<file path="config.mk">
export PLATFORM = sky130hd
export DESIGN_NAME = oar_result_fault_flags_ctrl
export DESIGN_NICKNAME = d
export VERILOG_FILES = /design/src/core/oar_pkg.sv /design/src/core/oar_fifo.sv /design/src/core/oar_result_fault_flags_ctrl.sv
export SDC_FILE = /design/constraint.sdc
export NUM_CORES = 1
export LEC_CHECK = 0
export BUFFER_PORTS_ARGS = -buffer_cell sky130_fd_sc_hd__buf_2
export CAP_MARGIN = 10
export CORE_ASPECT_RATIO = 2
export CORE_UTILIZATION = 50
export DETAILED_ROUTE_END_ITERATION = 10
export HOLD_SLACK_MARGIN = 0.03
export PLACE_DENSITY = 0.67
export SLEW_MARGIN = 25
export SYNTH_ARGS = -nofsm -noshare
export SYNTH_HDL_FRONTEND = slang
export SYNTH_SLANG_ARGS = --single-unit
</file>
<file path="constraint.sdc">
create_clock -name clk_sys -period 7.1 [get_ports clk_sys]
set_input_delay 0.355 -clock clk_sys [delete_from_list [all_inputs] [get_ports clk_sys]]
set_output_delay 0.355 -clock clk_sys [all_outputs]
set_load 0.02 [all_outputs]
</file>
<file path="src/core/oar_pkg.sv">
// Shared constants, types and helpers for the result, fault and control registers
package oar_pkg;

  // Register addresses on the serial interface
  localparam logic [7:0]  ADDR_AMB1_RESULT = 8'h2D;
  localparam logic [7:0]  ADDR_LED2_NET    = 8'h2E;
  localparam logic [7:0]  ADDR_LED1_NET    = 8'h2F;
  localparam logic [7:0]  ADDR_FAULT       = 8'h30;
  localparam logic [7:0]  ADDR_CONTROL     = 8'h31;
  localparam logic [7:0]  ADDR_SLEEP_START = 8'h32;
  localparam logic [7:0]  ADDR_SLEEP_END   = 8'h33;

  // Reset values
  localparam logic [23:0] RESULT_RST       = 24'h00_0000;
  localparam logic [12:0] FAULT_RST        = 13'h0000;
  localparam logic [15:0] SLEEP_CNT_RST    = 16'h0000;
  localparam logic [2:0]  DIV_CODE_RST     = 3'h0;

  // Field positions
  localparam int          THIRD_SEL_BIT    = 15;
  localparam int          SO_HIZ_BIT       = 4;
  localparam int          CO_HIZ_BIT       = 3;
  localparam int          DIV_LSB          = 0;
  localparam int          DIV_MSB          = 2;
  localparam int          FAULT_MSB        = 12;
  localparam int          SLEEP_MSB        = 15;
  localparam int          ADDR_BITS        = 8;
  localparam int          DATA_BITS        = 24;
  localparam int          FRAME_BITS       = 32;

  // Fault flag positions
  localparam int          PHOTODIODE_ALARM_FLAG        = 12;
  localparam int          EMITTER_ALARM_FLAG           = 11;
  localparam int          SECOND_EMITTER_OPEN_FLAG     = 10;
  localparam int          FIRST_EMITTER_OPEN_FLAG      = 9;
  localparam int          EMITTER_SHORT_FLAG           = 8;
  localparam int          NEG_DRIVE_GROUND_SHORT_FLAG  = 7;
  localparam int          POS_DRIVE_GROUND_SHORT_FLAG  = 6;
  localparam int          PHOTODIODE_OPEN_FLAG         = 5;
  localparam int          PHOTODIODE_SHORT_FLAG        = 4;
  localparam int          NEG_INPUT_GROUND_SHORT_FLAG  = 3;
  localparam int          POS_INPUT_GROUND_SHORT_FLAG  = 2;
  localparam int          NEG_INPUT_EMITTER_SHORT_FLAG = 1;
  localparam int          POS_INPUT_EMITTER_SHORT_FLAG = 0;

  // Divider codes and their ratios
  localparam logic [2:0]  DIV_CODE_2       = 3'h0;
  localparam logic [2:0]  DIV_CODE_4       = 3'h2;
  localparam logic [2:0]  DIV_CODE_6       = 3'h3;
  localparam logic [2:0]  DIV_CODE_8       = 3'h4;
  localparam logic [2:0]  DIV_CODE_12      = 3'h5;
  localparam logic [2:0]  DIV_CODE_1       = 3'h7;
  localparam logic [3:0]  DIV_RATIO_1      = 4'h1;
  localparam logic [3:0]  DIV_RATIO_2      = 4'h2;
  localparam logic [3:0]  DIV_RATIO_4      = 4'h4;
  localparam logic [3:0]  DIV_RATIO_6      = 4'h6;
  localparam logic [3:0]  DIV_RATIO_8      = 4'h8;
  localparam logic [3:0]  DIV_RATIO_12     = 4'hC;

  localparam int          FIFO_DEPTH       = 4;

  typedef enum logic [1:0] {
    SMP_LED2 = 2'h0,
    SMP_AMB2 = 2'h1,
    SMP_LED1 = 2'h2,
    SMP_AMB1 = 2'h3
  } oar_smp_kind_t;

  typedef struct packed {
    oar_smp_kind_t kind;
    logic [23:0]   value;
  } oar_sample_t;

  typedef enum logic [1:0] {
    SPI_IDLE = 2'b00,
    SPI_ADDR = 2'b01,
    SPI_DATA = 2'b11
  } oar_spi_state_t;

  // Forbidden codes fall back to divide-by-2 so the divider never stalls
  function automatic logic [3:0] oar_div_ratio(input logic [2:0] code);
    case (code)
      DIV_CODE_2:  oar_div_ratio = DIV_RATIO_2;
      DIV_CODE_4:  oar_div_ratio = DIV_RATIO_4;
      DIV_CODE_6:  oar_div_ratio = DIV_RATIO_6;
      DIV_CODE_8:  oar_div_ratio = DIV_RATIO_8;
      DIV_CODE_12: oar_div_ratio = DIV_RATIO_12;
      DIV_CODE_1:  oar_div_ratio = DIV_RATIO_1;
      default:     oar_div_ratio = DIV_RATIO_2;
    endcase
  endfunction

endpackage

</file>
<file path="src/core/oar_fifo.sv">
// Small synchronous FIFO with valid/ready on both sides
module oar_fifo #(
  parameter int WIDTH = 26,
  parameter int DEPTH = 4
) (
  input  wire logic             clk_sys,
  input  wire logic             rst_b,
  input  wire logic             ce,
  input  wire logic [WIDTH-1:0] inData,
  input  wire logic             inValid,
  output logic                  inReady,
  output logic      [WIDTH-1:0] outData,
  output logic                  outValid,
  input  wire logic             outReady
);
  localparam int AW = $clog2(DEPTH);

  logic [WIDTH-1:0] mem [DEPTH];
  logic [AW:0]      wrPtr_r;
  logic [AW:0]      rdPtr_r;
  logic             push;
  logic             pop;

  // Extra pointer bit tells full from empty
  assign inReady  = !((wrPtr_r[AW] != rdPtr_r[AW]) && (wrPtr_r[AW-1:0] == rdPtr_r[AW-1:0]));
  assign outValid = (wrPtr_r != rdPtr_r);
  assign outData  = mem[rdPtr_r[AW-1:0]];
  assign push     = ce && inValid && inReady;
  assign pop      = ce && outValid && outReady;

  always_ff @(posedge clk_sys) begin
    if (push) begin
      mem[wrPtr_r[AW-1:0]] <= inData;
    end
  end

  always_ff @(posedge clk_sys or negedge rst_b) begin
    if (!rst_b) begin
      wrPtr_r <= '0;
      rdPtr_r <= '0;
    end else begin
      if (push) begin
        wrPtr_r <= wrPtr_r + 1'b1;
      end
      if (pop) begin
        rdPtr_r <= rdPtr_r + 1'b1;
      end
    end
  end

endmodule

</file>
<file path="src/core/oar_result_fault_flags_ctrl.sv">
// Result, fault-flag and output/divider/sleep-window control registers with serial access
module oar_result_fault_flags_ctrl (
  input  wire logic                clk_sys,
  input  wire logic                rst_b,
  input  wire logic                ce,
  input  wire logic                spiClk,
  input  wire logic                spiSelect_b,
  input  wire logic                spiDataIn,
  input  wire logic                spiReadEnable,
  output logic                     serialDataOutPin,
  output logic                     serialDataOutOe,
  input  wire oar_pkg::oar_sample_t sampleIn,
  input  wire logic                sampleValid,
  output logic                     sampleAccept,
  output logic                     convReady,
  input  wire logic                faultCheckStart,
  input  wire logic                faultCheckEnd,
  input  wire logic [12:0]         faultVector,
  output logic                     faultCheckDonePin,
  input  wire logic                posEmitterCtl,
  output logic                     posEmitterPin,
  output logic                     thirdEmitterPin,
  output logic                     dividedClockOut,
  output logic                     dividedClockOutOe,
  output logic                     dividedClockTick,
  input  wire logic                periodStart,
  input  wire logic                sleepAdcPartEn,
  input  wire logic                sleepTiaEn,
  input  wire logic                sleepAdcRestEn,
  output logic                     dynamicSleepSignal,
  output logic                     adcPartSleep,
  output logic                     tiaSleep,
  output logic                     adcRestSleep
);
  import oar_pkg::*;

  // Pin synchronisers
  logic                 sclkS1_r, sclkS2_r, sclkS3_r;
  logic                 selS1_r, selS2_r;
  logic                 mosiS1_r, mosiS2_r;
  logic                 sclkRise, sclkFall, frameActive;

  // Serial frame engine
  oar_spi_state_t       spiState_r;
  logic [4:0]           bitCnt_r;
  logic [7:0]           addr_r;
  logic [22:0]          rxShift_r;
  logic [23:0]          txShift_r;
  logic [23:0]          readWord;
  logic [23:0]          wrData;
  logic                 wrStrobe;

  // Results
  oar_sample_t          fifoOut;
  logic                 fifoOutValid, fifoPop;
  logic [23:0]          led2Raw_r, led1Raw_r, amb2Raw_r;
  logic [23:0]          amb1Result_r, led2Net_r, led1Net_r;

  // Faults and control
  logic [12:0]          faultFlags_r;
  logic                 thirdSel_r, soHiz_r, coHiz_r;
  logic [2:0]           divCode_r;
  logic [15:0]          sleepStart_r, sleepEnd_r;

  // Divider and repetition period
  logic [3:0]           divRatio, divCnt_r;
  logic [15:0]          prpCnt_r;

  always_ff @(posedge clk_sys or negedge rst_b) begin
    if (!rst_b) begin
      {sclkS1_r, sclkS2_r, sclkS3_r} <= 3'h0;
      {selS1_r, selS2_r}             <= 2'h3;
      {mosiS1_r, mosiS2_r}           <= 2'h0;
    end else if (ce) begin
      sclkS1_r <= spiClk;
      sclkS2_r <= sclkS1_r;
      sclkS3_r <= sclkS2_r;
      selS1_r  <= spiSelect_b;
      selS2_r  <= selS1_r;
      mosiS1_r <= spiDataIn;
      mosiS2_r <= mosiS1_r;
    end
  end

  // Host serial clock must stay well below clk_sys/4 for the edge detector
  assign sclkRise    = sclkS2_r && !sclkS3_r;
  assign sclkFall    = !sclkS2_r && sclkS3_r;
  assign frameActive = !selS2_r;
  assign wrData      = {rxShift_r, mosiS2_r};
  assign wrStrobe    = ce && frameActive && sclkRise && (spiState_r == SPI_DATA)
                       && (bitCnt_r == 5'(FRAME_BITS - 1)) && !spiReadEnable;

  always_comb begin
    readWord = 24'h00_0000;
    case (addr_r)
      ADDR_AMB1_RESULT: readWord = amb1Result_r;
      ADDR_LED2_NET:    readWord = led2Net_r;
      ADDR_LED1_NET:    readWord = led1Net_r;
      ADDR_FAULT:       readWord = {11'h000, faultFlags_r};
      ADDR_CONTROL: begin
        readWord[THIRD_SEL_BIT]   = thirdSel_r;
        readWord[SO_HIZ_BIT]      = soHiz_r;
        readWord[CO_HIZ_BIT]      = coHiz_r;
        readWord[DIV_MSB:DIV_LSB] = divCode_r;
      end
      ADDR_SLEEP_START: readWord = {8'h00, sleepStart_r};
      ADDR_SLEEP_END:   readWord = {8'h00, sleepEnd_r};
      default:          readWord = 24'h00_0000;
    endcase
  end

  // Frame: 8 address bits then 24 data bits, MSB first
  always_ff @(posedge clk_sys or negedge rst_b) begin
    if (!rst_b) begin
      spiState_r <= SPI_IDLE;
      bitCnt_r   <= 5'h00;
      addr_r     <= 8'h00;
      rxShift_r  <= 23'h00_0000;
    end else if (ce) begin
      if (!frameActive) begin
        spiState_r <= SPI_IDLE;
        bitCnt_r   <= 5'h00;
      end else begin
        case (spiState_r)
          SPI_IDLE: spiState_r <= SPI_ADDR;
          SPI_ADDR: begin
            if (sclkRise && bitCnt_r == 5'(ADDR_BITS - 1)) begin
              spiState_r <= SPI_DATA;
              addr_r     <= {rxShift_r[6:0], mosiS2_r};
            end
          end
          SPI_DATA: begin
            if (sclkRise && bitCnt_r == 5'(FRAME_BITS - 1)) begin
              spiState_r <= SPI_ADDR;
            end
          end
          default: spiState_r <= SPI_IDLE;
        endcase
        if (sclkRise && spiState_r != SPI_IDLE) begin
          rxShift_r <= wrData[22:0];
          bitCnt_r  <= bitCnt_r + 5'h01;
        end
      end
    end
  end

  // Read word is loaded once the address is known, then shifted out on falling edges
  always_ff @(posedge clk_sys or negedge rst_b) begin
    if (!rst_b) begin
      txShift_r <= 24'h00_0000;
    end else if (ce) begin
      if (spiState_r == SPI_DATA && bitCnt_r == 5'(ADDR_BITS) && !sclkS2_r
          && spiReadEnable && sclkFall) begin
        txShift_r <= txShift_r;
      end
      if (spiState_r == SPI_ADDR && sclkRise && bitCnt_r == 5'(ADDR_BITS - 1)) begin
        txShift_r <= spiReadEnable ? 24'h00_0000 : txShift_r;
      end else if (spiState_r == SPI_DATA && bitCnt_r == 5'(ADDR_BITS) && !sclkS2_r
                   && !sclkFall && spiReadEnable && txShift_r == 24'h00_0000) begin
        txShift_r <= readWord;
      end else if (spiState_r == SPI_DATA && sclkFall && bitCnt_r != 5'(ADDR_BITS)) begin
        txShift_r <= {txShift_r[22:0], 1'b0};
      end
    end
  end

  assign serialDataOutPin = txShift_r[23];
  // Driver floats only on software request; idle float is left to the host
  assign serialDataOutOe  = !soHiz_r;

  // Writes to result and fault addresses are dropped; unused bits are not stored
  always_ff @(posedge clk_sys or negedge rst_b) begin
    if (!rst_b) begin
      thirdSel_r   <= 1'b0;
      soHiz_r      <= 1'b0;
      coHiz_r      <= 1'b0;
      divCode_r    <= DIV_CODE_RST;
      sleepStart_r <= SLEEP_CNT_RST;
      sleepEnd_r   <= SLEEP_CNT_RST;
    end else if (wrStrobe) begin
      case (addr_r)
        ADDR_CONTROL: begin
          thirdSel_r <= wrData[THIRD_SEL_BIT];
          soHiz_r    <= wrData[SO_HIZ_BIT];
          coHiz_r    <= wrData[CO_HIZ_BIT];
          divCode_r  <= wrData[DIV_MSB:DIV_LSB];
        end
        ADDR_SLEEP_START: sleepStart_r <= wrData[SLEEP_MSB:0];
        ADDR_SLEEP_END:   sleepEnd_r   <= wrData[SLEEP_MSB:0];
        default: ;
      endcase
    end
  end

  // Results are held still while a host frame runs so a read is never torn
  oar_fifo #(
    .WIDTH ($bits(oar_sample_t)),
    .DEPTH (FIFO_DEPTH)
  ) u_fifo (
    .clk_sys  (clk_sys),
    .rst_b    (rst_b),
    .ce       (ce),
    .inData   (sampleIn),
    .inValid  (sampleValid),
    .inReady  (sampleAccept),
    .outData  (fifoOut),
    .outValid (fifoOutValid),
    .outReady (!frameActive)
  );

  assign fifoPop = ce && fifoOutValid && !frameActive;

  // Net results stay sample minus ambient, which plots upside down; consumers negate
  always_ff @(posedge clk_sys or negedge rst_b) begin
    if (!rst_b) begin
      led2Raw_r    <= RESULT_RST;
      led1Raw_r    <= RESULT_RST;
      amb2Raw_r    <= RESULT_RST;
      amb1Result_r <= RESULT_RST;
      led2Net_r    <= RESULT_RST;
      led1Net_r    <= RESULT_RST;
    end else if (fifoPop) begin
      case (fifoOut.kind)
        SMP_LED2: led2Raw_r <= fifoOut.value;
        SMP_AMB2: begin
          amb2Raw_r <= fifoOut.value;
          led2Net_r <= led2Raw_r - fifoOut.value;
        end
        SMP_LED1: led1Raw_r <= fifoOut.value;
        SMP_AMB1: begin
          amb1Result_r <= fifoOut.value;
          led1Net_r    <= led1Raw_r - fifoOut.value;
        end
        default: ;
      endcase
    end
  end

  always_ff @(posedge clk_sys or negedge rst_b) begin
    if (!rst_b) begin
      convReady <= 1'b0;
    end else if (ce) begin
      convReady <= fifoPop;
    end
  end

  // Flags are snapshots of the sequencer outcome; end of check wins over a restart
  always_ff @(posedge clk_sys or negedge rst_b) begin
    if (!rst_b) begin
      faultFlags_r      <= FAULT_RST;
      faultCheckDonePin <= 1'b0;
    end else if (ce) begin
      if (faultCheckEnd) begin
        faultFlags_r      <= faultVector;
        faultCheckDonePin <= 1'b1;
      end else if (faultCheckStart) begin
        faultCheckDonePin <= 1'b0;
      end
    end
  end

  always_ff @(posedge clk_sys or negedge rst_b) begin
    if (!rst_b) begin
      posEmitterPin   <= 1'b0;
      thirdEmitterPin <= 1'b0;
    end else if (ce) begin
      posEmitterPin   <= thirdSel_r ? 1'b0 : posEmitterCtl;
      thirdEmitterPin <= thirdSel_r ? posEmitterCtl : 1'b0;
    end
  end

  // Divide-by-1 can only show half rate on the pin; the tick still runs every cycle
  assign divRatio = oar_div_ratio(divCode_r);

  always_ff @(posedge clk_sys or negedge rst_b) begin
    if (!rst_b) begin
      divCnt_r         <= 4'h0;
      dividedClockTick <= 1'b0;
      dividedClockOut  <= 1'b0;
    end else if (ce) begin
      dividedClockTick <= (divCnt_r >= divRatio - 4'h1);
      divCnt_r         <= (divCnt_r >= divRatio - 4'h1) ? 4'h0 : divCnt_r + 4'h1;
      dividedClockOut  <= (divRatio == DIV_RATIO_1) ? !dividedClockOut
                          : (divCnt_r < (divRatio >> 1));
    end
  end

  assign dividedClockOutOe = !coHiz_r;

  always_ff @(posedge clk_sys or negedge rst_b) begin
    if (!rst_b) begin
      prpCnt_r <= 16'h0000;
    end else if (ce) begin
      if (periodStart) begin
        prpCnt_r <= 16'h0000;
      end else if (dividedClockTick && prpCnt_r != 16'hFFFF) begin
        prpCnt_r <= prpCnt_r + 16'h0001;
      end
    end
  end

  // Equal counts, including both left at zero, give no sleep window at all
  always_ff @(posedge clk_sys or negedge rst_b) begin
    if (!rst_b) begin
      dynamicSleepSignal <= 1'b0;
    end else if (ce) begin
      dynamicSleepSignal <= (prpCnt_r >= sleepStart_r) && (prpCnt_r < sleepEnd_r);
    end
  end

  assign adcPartSleep = dynamicSleepSignal && sleepAdcPartEn;
  assign tiaSleep     = dynamicSleepSignal && sleepTiaEn;
  assign adcRestSleep = dynamicSleepSignal && sleepAdcRestEn;

  property p_ready_on_refresh;
    @(posedge clk_sys) disable iff (!rst_b)
    fifoPop |=> convReady ##1 (convReady == $past(fifoPop));
  endproperty
  a_ready_on_refresh: assert property (p_ready_on_refresh)
    else $error("ready pulse does not follow a result refresh");

  property p_led2_net;
    @(posedge clk_sys) disable iff (!rst_b)
    (fifoPop && fifoOut.kind == SMP_AMB2)
      |=> led2Net_r == $past(led2Raw_r) - $past(fifoOut.value);
  endproperty
  a_led2_net: assert property (p_led2_net)
    else $error("second emitter net result wrong");

  property p_led1_net;
    @(posedge clk_sys) disable iff (!rst_b)
    (fifoPop && fifoOut.kind == SMP_AMB1)
      |=> (led1Net_r == $past(led1Raw_r) - $past(fifoOut.value)) && convReady;
  endproperty
  a_led1_net: assert property (p_led1_net)
    else $error("first emitter net result wrong");

  property p_fault_capture;
    @(posedge clk_sys) disable iff (!rst_b)
    (ce && faultCheckEnd) |=> (faultFlags_r == $past(faultVector)) && faultCheckDonePin;
  endproperty
  a_fault_capture: assert property (p_fault_capture)
    else $error("fault flags not captured with done pin");

  property p_fault_ro;
    @(posedge clk_sys) disable iff (!rst_b)
    (wrStrobe && addr_r == ADDR_FAULT && !faultCheckEnd) |=> $stable(faultFlags_r);
  endproperty
  a_fault_ro: assert property (p_fault_ro)
    else $error("fault register changed by a write");

  property p_third_route;
    @(posedge clk_sys) disable iff (!rst_b)
    (ce && thirdSel_r && posEmitterCtl) |=> thirdEmitterPin && !posEmitterPin;
  endproperty
  a_third_route: assert property (p_third_route)
    else $error("positive drive not moved to third emitter");

  property p_so_hiz;
    @(posedge clk_sys) disable iff (!rst_b)
    (wrStrobe && addr_r == ADDR_CONTROL) |=> serialDataOutOe == !$past(wrData[SO_HIZ_BIT]);
  endproperty
  a_so_hiz: assert property (p_so_hiz)
    else $error("serial output enable does not follow control bit");

  property p_co_hiz;
    @(posedge clk_sys) disable iff (!rst_b)
    (wrStrobe && addr_r == ADDR_CONTROL) |=> dividedClockOutOe == !$past(wrData[CO_HIZ_BIT]);
  endproperty
  a_co_hiz: assert property (p_co_hiz)
    else $error("clock output enable does not follow control bit");

  property p_div4;
    @(posedge clk_sys) disable iff (!rst_b || !ce)
    // Code must hold through the whole period, else a rewrite would look like a fault
    (dividedClockTick && divCode_r == DIV_CODE_4 && $stable(divCode_r))
      ##1 (divCode_r == DIV_CODE_4)[*3]
      |=> dividedClockTick && !$past(dividedClockTick, 1) && !$past(dividedClockTick, 2)
          && !$past(dividedClockTick, 3);
  endproperty
  a_div4: assert property (p_div4)
    else $error("divide-by-4 tick spacing wrong");

  property p_sleep_window;
    @(posedge clk_sys) disable iff (!rst_b)
    (ce && prpCnt_r >= sleepStart_r && prpCnt_r < sleepEnd_r) |=> dynamicSleepSignal;
  endproperty
  a_sleep_window: assert property (p_sleep_window)
    else $error("sleep signal missing inside window");

  property p_sleep_end;
    @(posedge clk_sys) disable iff (!rst_b)
    (ce && prpCnt_r >= sleepEnd_r) |=> !dynamicSleepSignal;
  endproperty
  a_sleep_end: assert property (p_sleep_end)
    else $error("sleep signal beyond window end");

  property p_sleep_gate;
    @(posedge clk_sys) disable iff (!rst_b)
    (adcPartSleep || tiaSleep || adcRestSleep) |-> dynamicSleepSignal;
  endproperty
  a_sleep_gate: assert property (p_sleep_gate)
    else $error("power-down outside sleep window");

  c_fault_done:  cover property (@(posedge clk_sys) disable iff (!rst_b)
                                 faultCheckEnd ##1 faultCheckDonePin);
  c_ctrl_write:  cover property (@(posedge clk_sys) disable iff (!rst_b)
                                 wrStrobe && addr_r == ADDR_CONTROL);
  c_fifo_full:   cover property (@(posedge clk_sys) disable iff (!rst_b)
                                 sampleValid && !sampleAccept);
  c_sleep:       cover property (@(posedge clk_sys) disable iff (!rst_b)
                                 $rose(dynamicSleepSignal));

endmodule

</file>
==> results.toml, run 1 <==
[run_status]
outcome = "finished with violations"
violations = "DRC"

[routing]
route.met3.wl_um = 1120
top_layer_used = "met4"
routed_wl_um = 43600
ant_nets = 0
dr_wl_met2_um = 24800
wl_per_cell_um = 19.4
first_iter_violations = 544
drc_errors = 3
vias_per_cell = 5.85
drt_pass1_iterations = 10
m1WireLength_um = 15600
vias = 13100

[min_path]
hp-start = "faultVector[12]"
worst_hold_path.endpoint = "faultFlags_r[12]$_DFFE_PN0P_"
min_path_type = "in -> reg"
hold_depth = 2

[clocking]
cts_tree = "done"
cts_buffer_depth = 3
post_cts_buffers = 0
htree_levels = 2
cts_buffers = 36
clk_latency_ns = 0.54
ctsResizeCount = 0
cts_root_buf = "clkbuf_16"
cts_sinks = 369
cts-hold-fix-buffers = 26
clkTransAtPathRegs_ns = 0.06

[pwr]
ir_drop_mv = 0.326
p_leak_nw = 9.06
power_density_mw_per_mm2 = 400

[synth]
ys_seq_elements = 369
synth-warning-count = 0
syn_inst = 1688
syn_area_mm2 = 0.0188
synth_nets = 1839
ys_seq_area_share_pct = 51.9
ys_types = 81
synth_edf_count = 104
synth_area_per_cell_um2 = 11.1
async_flop_share_pct = 71.8
dominantRegCellSynth = "dfrtp_1"

[timing]
setup_tns_ns = 0
slew_viol_final = 0
tightest_slew_ns = 0.992
finalHoldViolCount = 0
rsz0062_at_grt = "false"
skew_ns = 0.0163
whs_ns = 0.0487
fmax_mhz = 248
min_period_over_period_pct = 56.8
max_slew_margin_pct = 33.8
fin_ws_ns = 3.07
period_needed_ns = 4.03
setup_viol = 0

[setup_path]
path_cells = "buf_4 -> mux4_2 -> inv_1 -> ha_1 -> a2111oi_0 -> o21ai_0 -> o311ai_1 -> o2111ai_1 -> a21boi_0 -> xor2_1 -> o21ai_0"
cp_common_cell = "o21ai_0"
r2r_setup_slack_ns = 3.07
crit_required_ns = 7.48
crit_path_max_fanout = 20
critPathCaptureType = "register"
critical-path-top-delay-family = "compound AO/OA/AOI/OAI gates"
r2r-start = "u_fifo.rdPtr_r[0]$_DFFE_PN0P_"
crit_type = "reg -> reg"
critPathMaxStageDelay_ns = 0.80
timing.rr.end = "led1Net_r[19]$_DFFE_PN0P_"
path_buf_inv = 2
cp.arrival_ns = 4.41
slowest_stage = "dfrtp_2"
cp-start-kind = "register"
r2r.worst_path.cells = 11

[floorplanning]
fp.dieArea_mm2 = 0.0384
start_util_pct = 50.5
rows = 100
die_width_um = 139
die_y_um = 276
pin_count = 68
core_mm2 = 0.0372

[cells_and_area]
fill_cells = 3187
area_delta_synth_final_pct = 12.0
drive_gt1_share_pct = 17.1
nNetsFinal = 1912
final_core_util_pct = 56.6
antenna_cells = 0

[global_route]
antenna_found_initial = 1
grt_pass1_vias = 13700
grt_pass1_wl_um = 71000
grt_max_degree = 168
globalRouteOverflowTotal = 0
globalRouteTotalUtil_pct = 23.5

[placement]
dp_hpwl_um = 32500
portBuffers = 67
pre_cts_ws_ns = 3.04
gp_congestion = 1.03

[run]
maxCapViolCount = 0
==> layout by cell type (no fill, tap or decap), types with 14 or more instances in the layout <==
master and instances:
dfrtp_1 260, nand2_1 205, o21ai_0 171, edfxtp_1 104, mux2_2 103, ha_1 95
inv_1 80, a21oi_1 79, buf_2 66, nor2_1 63, clkbuf_16 36, mux4_2 31
nand3_1 28, xor2_1 26, dlygate4sd3_1 26, xnor2_1 24, nand4_1 23, buf_4 22
o21a_1 20, a21o_1 19, nor3_1 18, a22oi_1 17, o31ai_1 17, and2_1 16
nand2b_1 14
==> worst max-delay path by stage <==
stage	from	endpoint	slack, ns	cells after the start
2_1_floorplan	u_fifo.rdPtr_r[0]$_DFFE_PN0P_	led2Net_r[22]$_DFFE_PN0P_	3.81	11
3_3_place_gp	u_fifo.rdPtr_r[0]$_DFFE_PN0P_	led1Net_r[19]$_DFFE_PN0P_	3.12	11
3_5_place_dp	u_fifo.rdPtr_r[0]$_DFFE_PN0P_	led1Net_r[19]$_DFFE_PN0P_	3.04	11
4_1_cts	u_fifo.rdPtr_r[0]$_DFFE_PN0P_	led1Net_r[19]$_DFFE_PN0P_	3.00	11
5_1_grt	u_fifo.rdPtr_r[0]$_DFFE_PN0P_	led1Net_r[19]$_DFFE_PN0P_	2.82	11
6_report	u_fifo.rdPtr_r[0]$_DFFE_PN0P_	led1Net_r[19]$_DFFE_PN0P_	3.07	11
==> metal layers <==
metal | GRT usage, % | up-vias
met1 | 23.8 | 6444
met4 | 11.7 | 0
met3 | 2.29 | 121
li1 | - | 6283
met5 | 0 | -
met2 | 46.9 | 282
==> final cells by class <==
class,instances,area (um2),area share [%]
multi-input cells,1158,8380,39.9
clock buffers,43,957,4.55
flip-flops and latches,369,9760,46.4
clock inverters,21,268,1.27
inverters,80,300,1.43
well taps,459,574,2.73
repair buffers,116,791,3.76
==> registers in the layout, indices dropped and copies added, names as in the netlist, 2 cells and up <==
| register | count |
|---|---|
| u_fifo.mem | 104 |
| prpCnt_r | 16 |
| txShift_r | 24 |
| addr_r | 8 |
| rxShift_r | 15 |
| faultFlags_r | 13 |
| spiState_r | 2 |
| led2Raw_r | 24 |
| amb1Result_r | 24 |
| led1Raw_r | 24 |
| divCode_r | 3 |
| u_fifo.wrPtr_r | 3 |
| u_fifo.rdPtr_r | 3 |
| led1Net_r | 24 |
| sleepEnd_r | 16 |
| bitCnt_r | 5 |
| sleepStart_r | 16 |
| divCnt_r | 4 |
| led2Net_r | 24 |
==> logic make-up after synthesis <==
logic type      synth area share, %
compound gates                 14.0
xor+xnor                       2.33
fa+ha+maj                      6.54
buf+inv                        3.44
flops                          51.9
mux                            10.6
simple gates                   11.2
==> worst reg2reg max path, cell delays in order (launching register included) <==
cell and delay, ns:
dfrtp_2 0.80, buf_4 0.38, mux4_2 0.54, inv_1 0.14
ha_1 0.32, a2111oi_0 0.37, o21ai_0 0.17, o311ai_1 0.20
o2111ai_1 0.39, a21boi_0 0.32, xor2_1 0.18, o21ai_0 0.09
==> cells in the mapped netlist (all sizes together), types with 13 or more instances <==
cell / n / share of area [%]
inv: 80 / 1.6
ha: 95 / 6.3
o31ai: 17 / 0.68
nand2b: 14 / 0.47
o22ai: 13 / 0.43
edfxtp: 104 / 17
a21oi: 80 / 2.2
a22oi: 17 / 0.68
a21o: 19 / 0.76
and2: 16 / 0.53
mux2: 103 / 6.2
nand3: 29 / 0.77
dfrtp: 263 / 35
clkbuf: 55 / 1.1
a22o: 13 / 0.61
nand4: 23 / 0.77
xnor2: 24 / 1.1
o21ai: 175 / 4.7
nor3: 18 / 0.48
mux2i: 13 / 0.69
o21a: 20 / 0.80
nor2: 63 / 1.3
mux4: 31 / 3.7
nand2: 206 / 4.1
buf: 26 / 0.75
xor2: 26 / 1.2
==> report_power, final <==
group | switching (mW) | total (mW) | internal (mW)
logic | 2.02 | 3.45 | 1.43
clock network | 0.837 | 2.00 | 1.16
registers | 0.321 | 2.98 | 2.65
==> per-stage QoR <==
| step | instances | cell area (um2) | power (mW) |
|---|---|---|---|
| after floorplan | 1688 | 18800 | 5.52 |
| after global placement | 2155 | 19500 | 6.34 |
| after detailed placement | 2156 | 19500 | 6.44 |
| after CTS | 2246 | 21000 | 8.47 |
| after global routing | 2246 | 21000 | 8.98 |
| final | 2246 | 21000 | 8.42 |
Note: power is estimated with default switching activity, not from simulation.
==> run 2, diff against run 1 <==
Settings changed: PLACE_DENSITY 0.67 to 0.69.
Clock period 7.1 ns to 3.6 ns, I/O delays scaled along.
==> results.toml, run 2 (synthesis gave the netlist of run 1 again) <==
[global_route]
globalRouteOverflowTotal = 0
grt_pass1_wl_um = 73800
globalRouteTotalUtil_pct = 24.6
antenna_found_initial = 0
grt_pass1_vias = 14300
grt_max_degree = 93

[run_status]
violations = "DRC"
outcome = "finished with violations"

[routing]
vias = 13400
vias_per_cell = 5.84
wl_per_cell_um = 19.9
first_iter_violations = 627
routed_wl_um = 45500
drc_errors = 6
ant_nets = 0
drt_pass1_iterations = 8

[run]
maxCapViolCount = 0

[cells_and_area]
final_cell_mix = "259 x dfrtp_1, 205 x nand2_1, 171 x o21ai_0"
nNetsFinal = 1953
area_delta_synth_final_pct = 14.1
final_core_util_pct = 57.7
final_common_cell = "dfrtp_1"
antenna_cells = 0
drive_gt1_share_pct = 17.9
largest_reg_flops = 104

[timing]
setup_tns_ns = 0
fmax_mhz = 294
slew_viol_final = 0
whs_ns = 0.129
skew_ns = 0.0132
rsz0062_at_grt = "false"
min_period_over_period_pct = 94.5
setup_viol = 0
finalHoldViolCount = 0
max_slew_margin_pct = 46.3
tightest_slew_ns = 0.798
period_needed_ns = 3.40

[setup_path]
timing.rr.end = "led2Net_r[23]$_DFFE_PN0P_"
critPathCaptureType = "register"
path_buf_inv = 3
slowest_stage = "mux4_2"
cp-start-kind = "register"
r2r_setup_slack_ns = 0.20
critPathMaxStageDelay_ns = 0.54
cp.arrival_ns = 3.82
cp.depth = 12
crit_required_ns = 4.02
crit_end = "led2Net_r[23]$_DFFE_PN0P_"
crit_start = "u_fifo.rdPtr_r[0]$_DFFE_PN0P_"
path_cells = "buf_12 -> buf_4 -> mux4_2 -> inv_1 -> ha_1 -> a21oi_1 -> o21ai_0 -> o21ai_0 -> nand2b_1 -> a21oi_1 -> o21ai_1 -> o32a_1"
crit_path_max_fanout = 14
crit_type = "reg -> reg"
r2r-start = "u_fifo.rdPtr_r[0]$_DFFE_PN0P_"
critical-path-top-delay-family = "compound AO/OA/AOI/OAI gates"
r2r.worst_path.cells = 12

[pwr]
ir_drop_mv = 0.548
finalPower_mw = 17.0
power_density_mw_per_mm2 = 792
p_leak_nw = 9.24

[floorplanning]
die_y_um = 276
fp.dieArea_mm2 = 0.0384
pin_count = 68
rows = 100
start_util_pct = 50.5
core_mm2 = 0.0372
die_width_um = 139

[clocking]
cts_sinks = 369
cts_tree = "done"
cts_buffer_depth = 3
post_cts_buffers = 0
cts_buffers = 35
cts_root_buf = "clkbuf_16"
clkTransAtPathRegs_ns = 0.07
htree_levels = 2
clk_latency_ns = 0.54

[placement]
gp_congestion = 0.974
dp_hpwl_um = 33900
portBuffers = 67

[min_path]
min_path_type = "in -> reg"
run 2: timing repair:
action,CTS,global route
hold buffers,46,0
endpoints found under the setup margin,0,4
endpoints found under the hold margin,201,0
resized for setup,0,3
run 2: report_power, final:
group          switching (mW)  total, mW  internal, mW
Combinational            4.22       7.26          3.04
Clock                    1.62       3.88          2.26
Sequential              0.605       5.84          5.24
Total                    6.44       17.0          10.5
run 2: how the worst min path moves through the flow:
stage                      from                            end  slack (ns)  depth (start not counted)
floorplan                 rst_b          addr_r[0]$_DFFE_PN0P_       -0.12                          0
global placement          rst_b        prpCnt_r[9]$_DFFE_PN0P_        0.20                          1
detailed placement        rst_b        prpCnt_r[9]$_DFFE_PN0P_        0.20                          1
CTS                 sampleValid  u_fifo.wrPtr_r[0]$_DFFE_PN0P_        0.11                          3
global route        sampleValid  u_fifo.wrPtr_r[0]$_DFFE_PN0P_        0.16                          3
finish              sampleValid  u_fifo.wrPtr_r[0]$_DFFE_PN0P_        0.13                          3
run 2: layout make-up:
type	count	area, um2
clock buffer	49	1010
clock inverter	14	185
fill	3112	15700
inverter	80	300
multi-input combinational	1158	8390
sequential	369	9760
tap	459	574
timing repair buffer	158	1210
run 2: layer usage:
layer	global-route usage (%)	vias to the layer above	part of all wire [%]
li1	-	6358	-
met1	24.7	6562	36
met2	48.1	300	56
met3	2.55	145	2.4
met4	14.5	0	5.9
met5	0	-	0
run 2: tightest hold or removal path: stages:
cell and delay (ns):
buf_2 0.07, and3_1 0.28, xnor2_1 0.09
run 2: metrics by stage:
step                      worst slack [ns]  cells  cell area (um2)
final                                0.200   2287            21400
after global routing                0.0605   2287            21400
after CTS                           0.0199   2287            21400
after detailed placement            0.0336   2178            19800
after global placement               0.172   2177            19800
after floorplan                      0.313   1688            18800
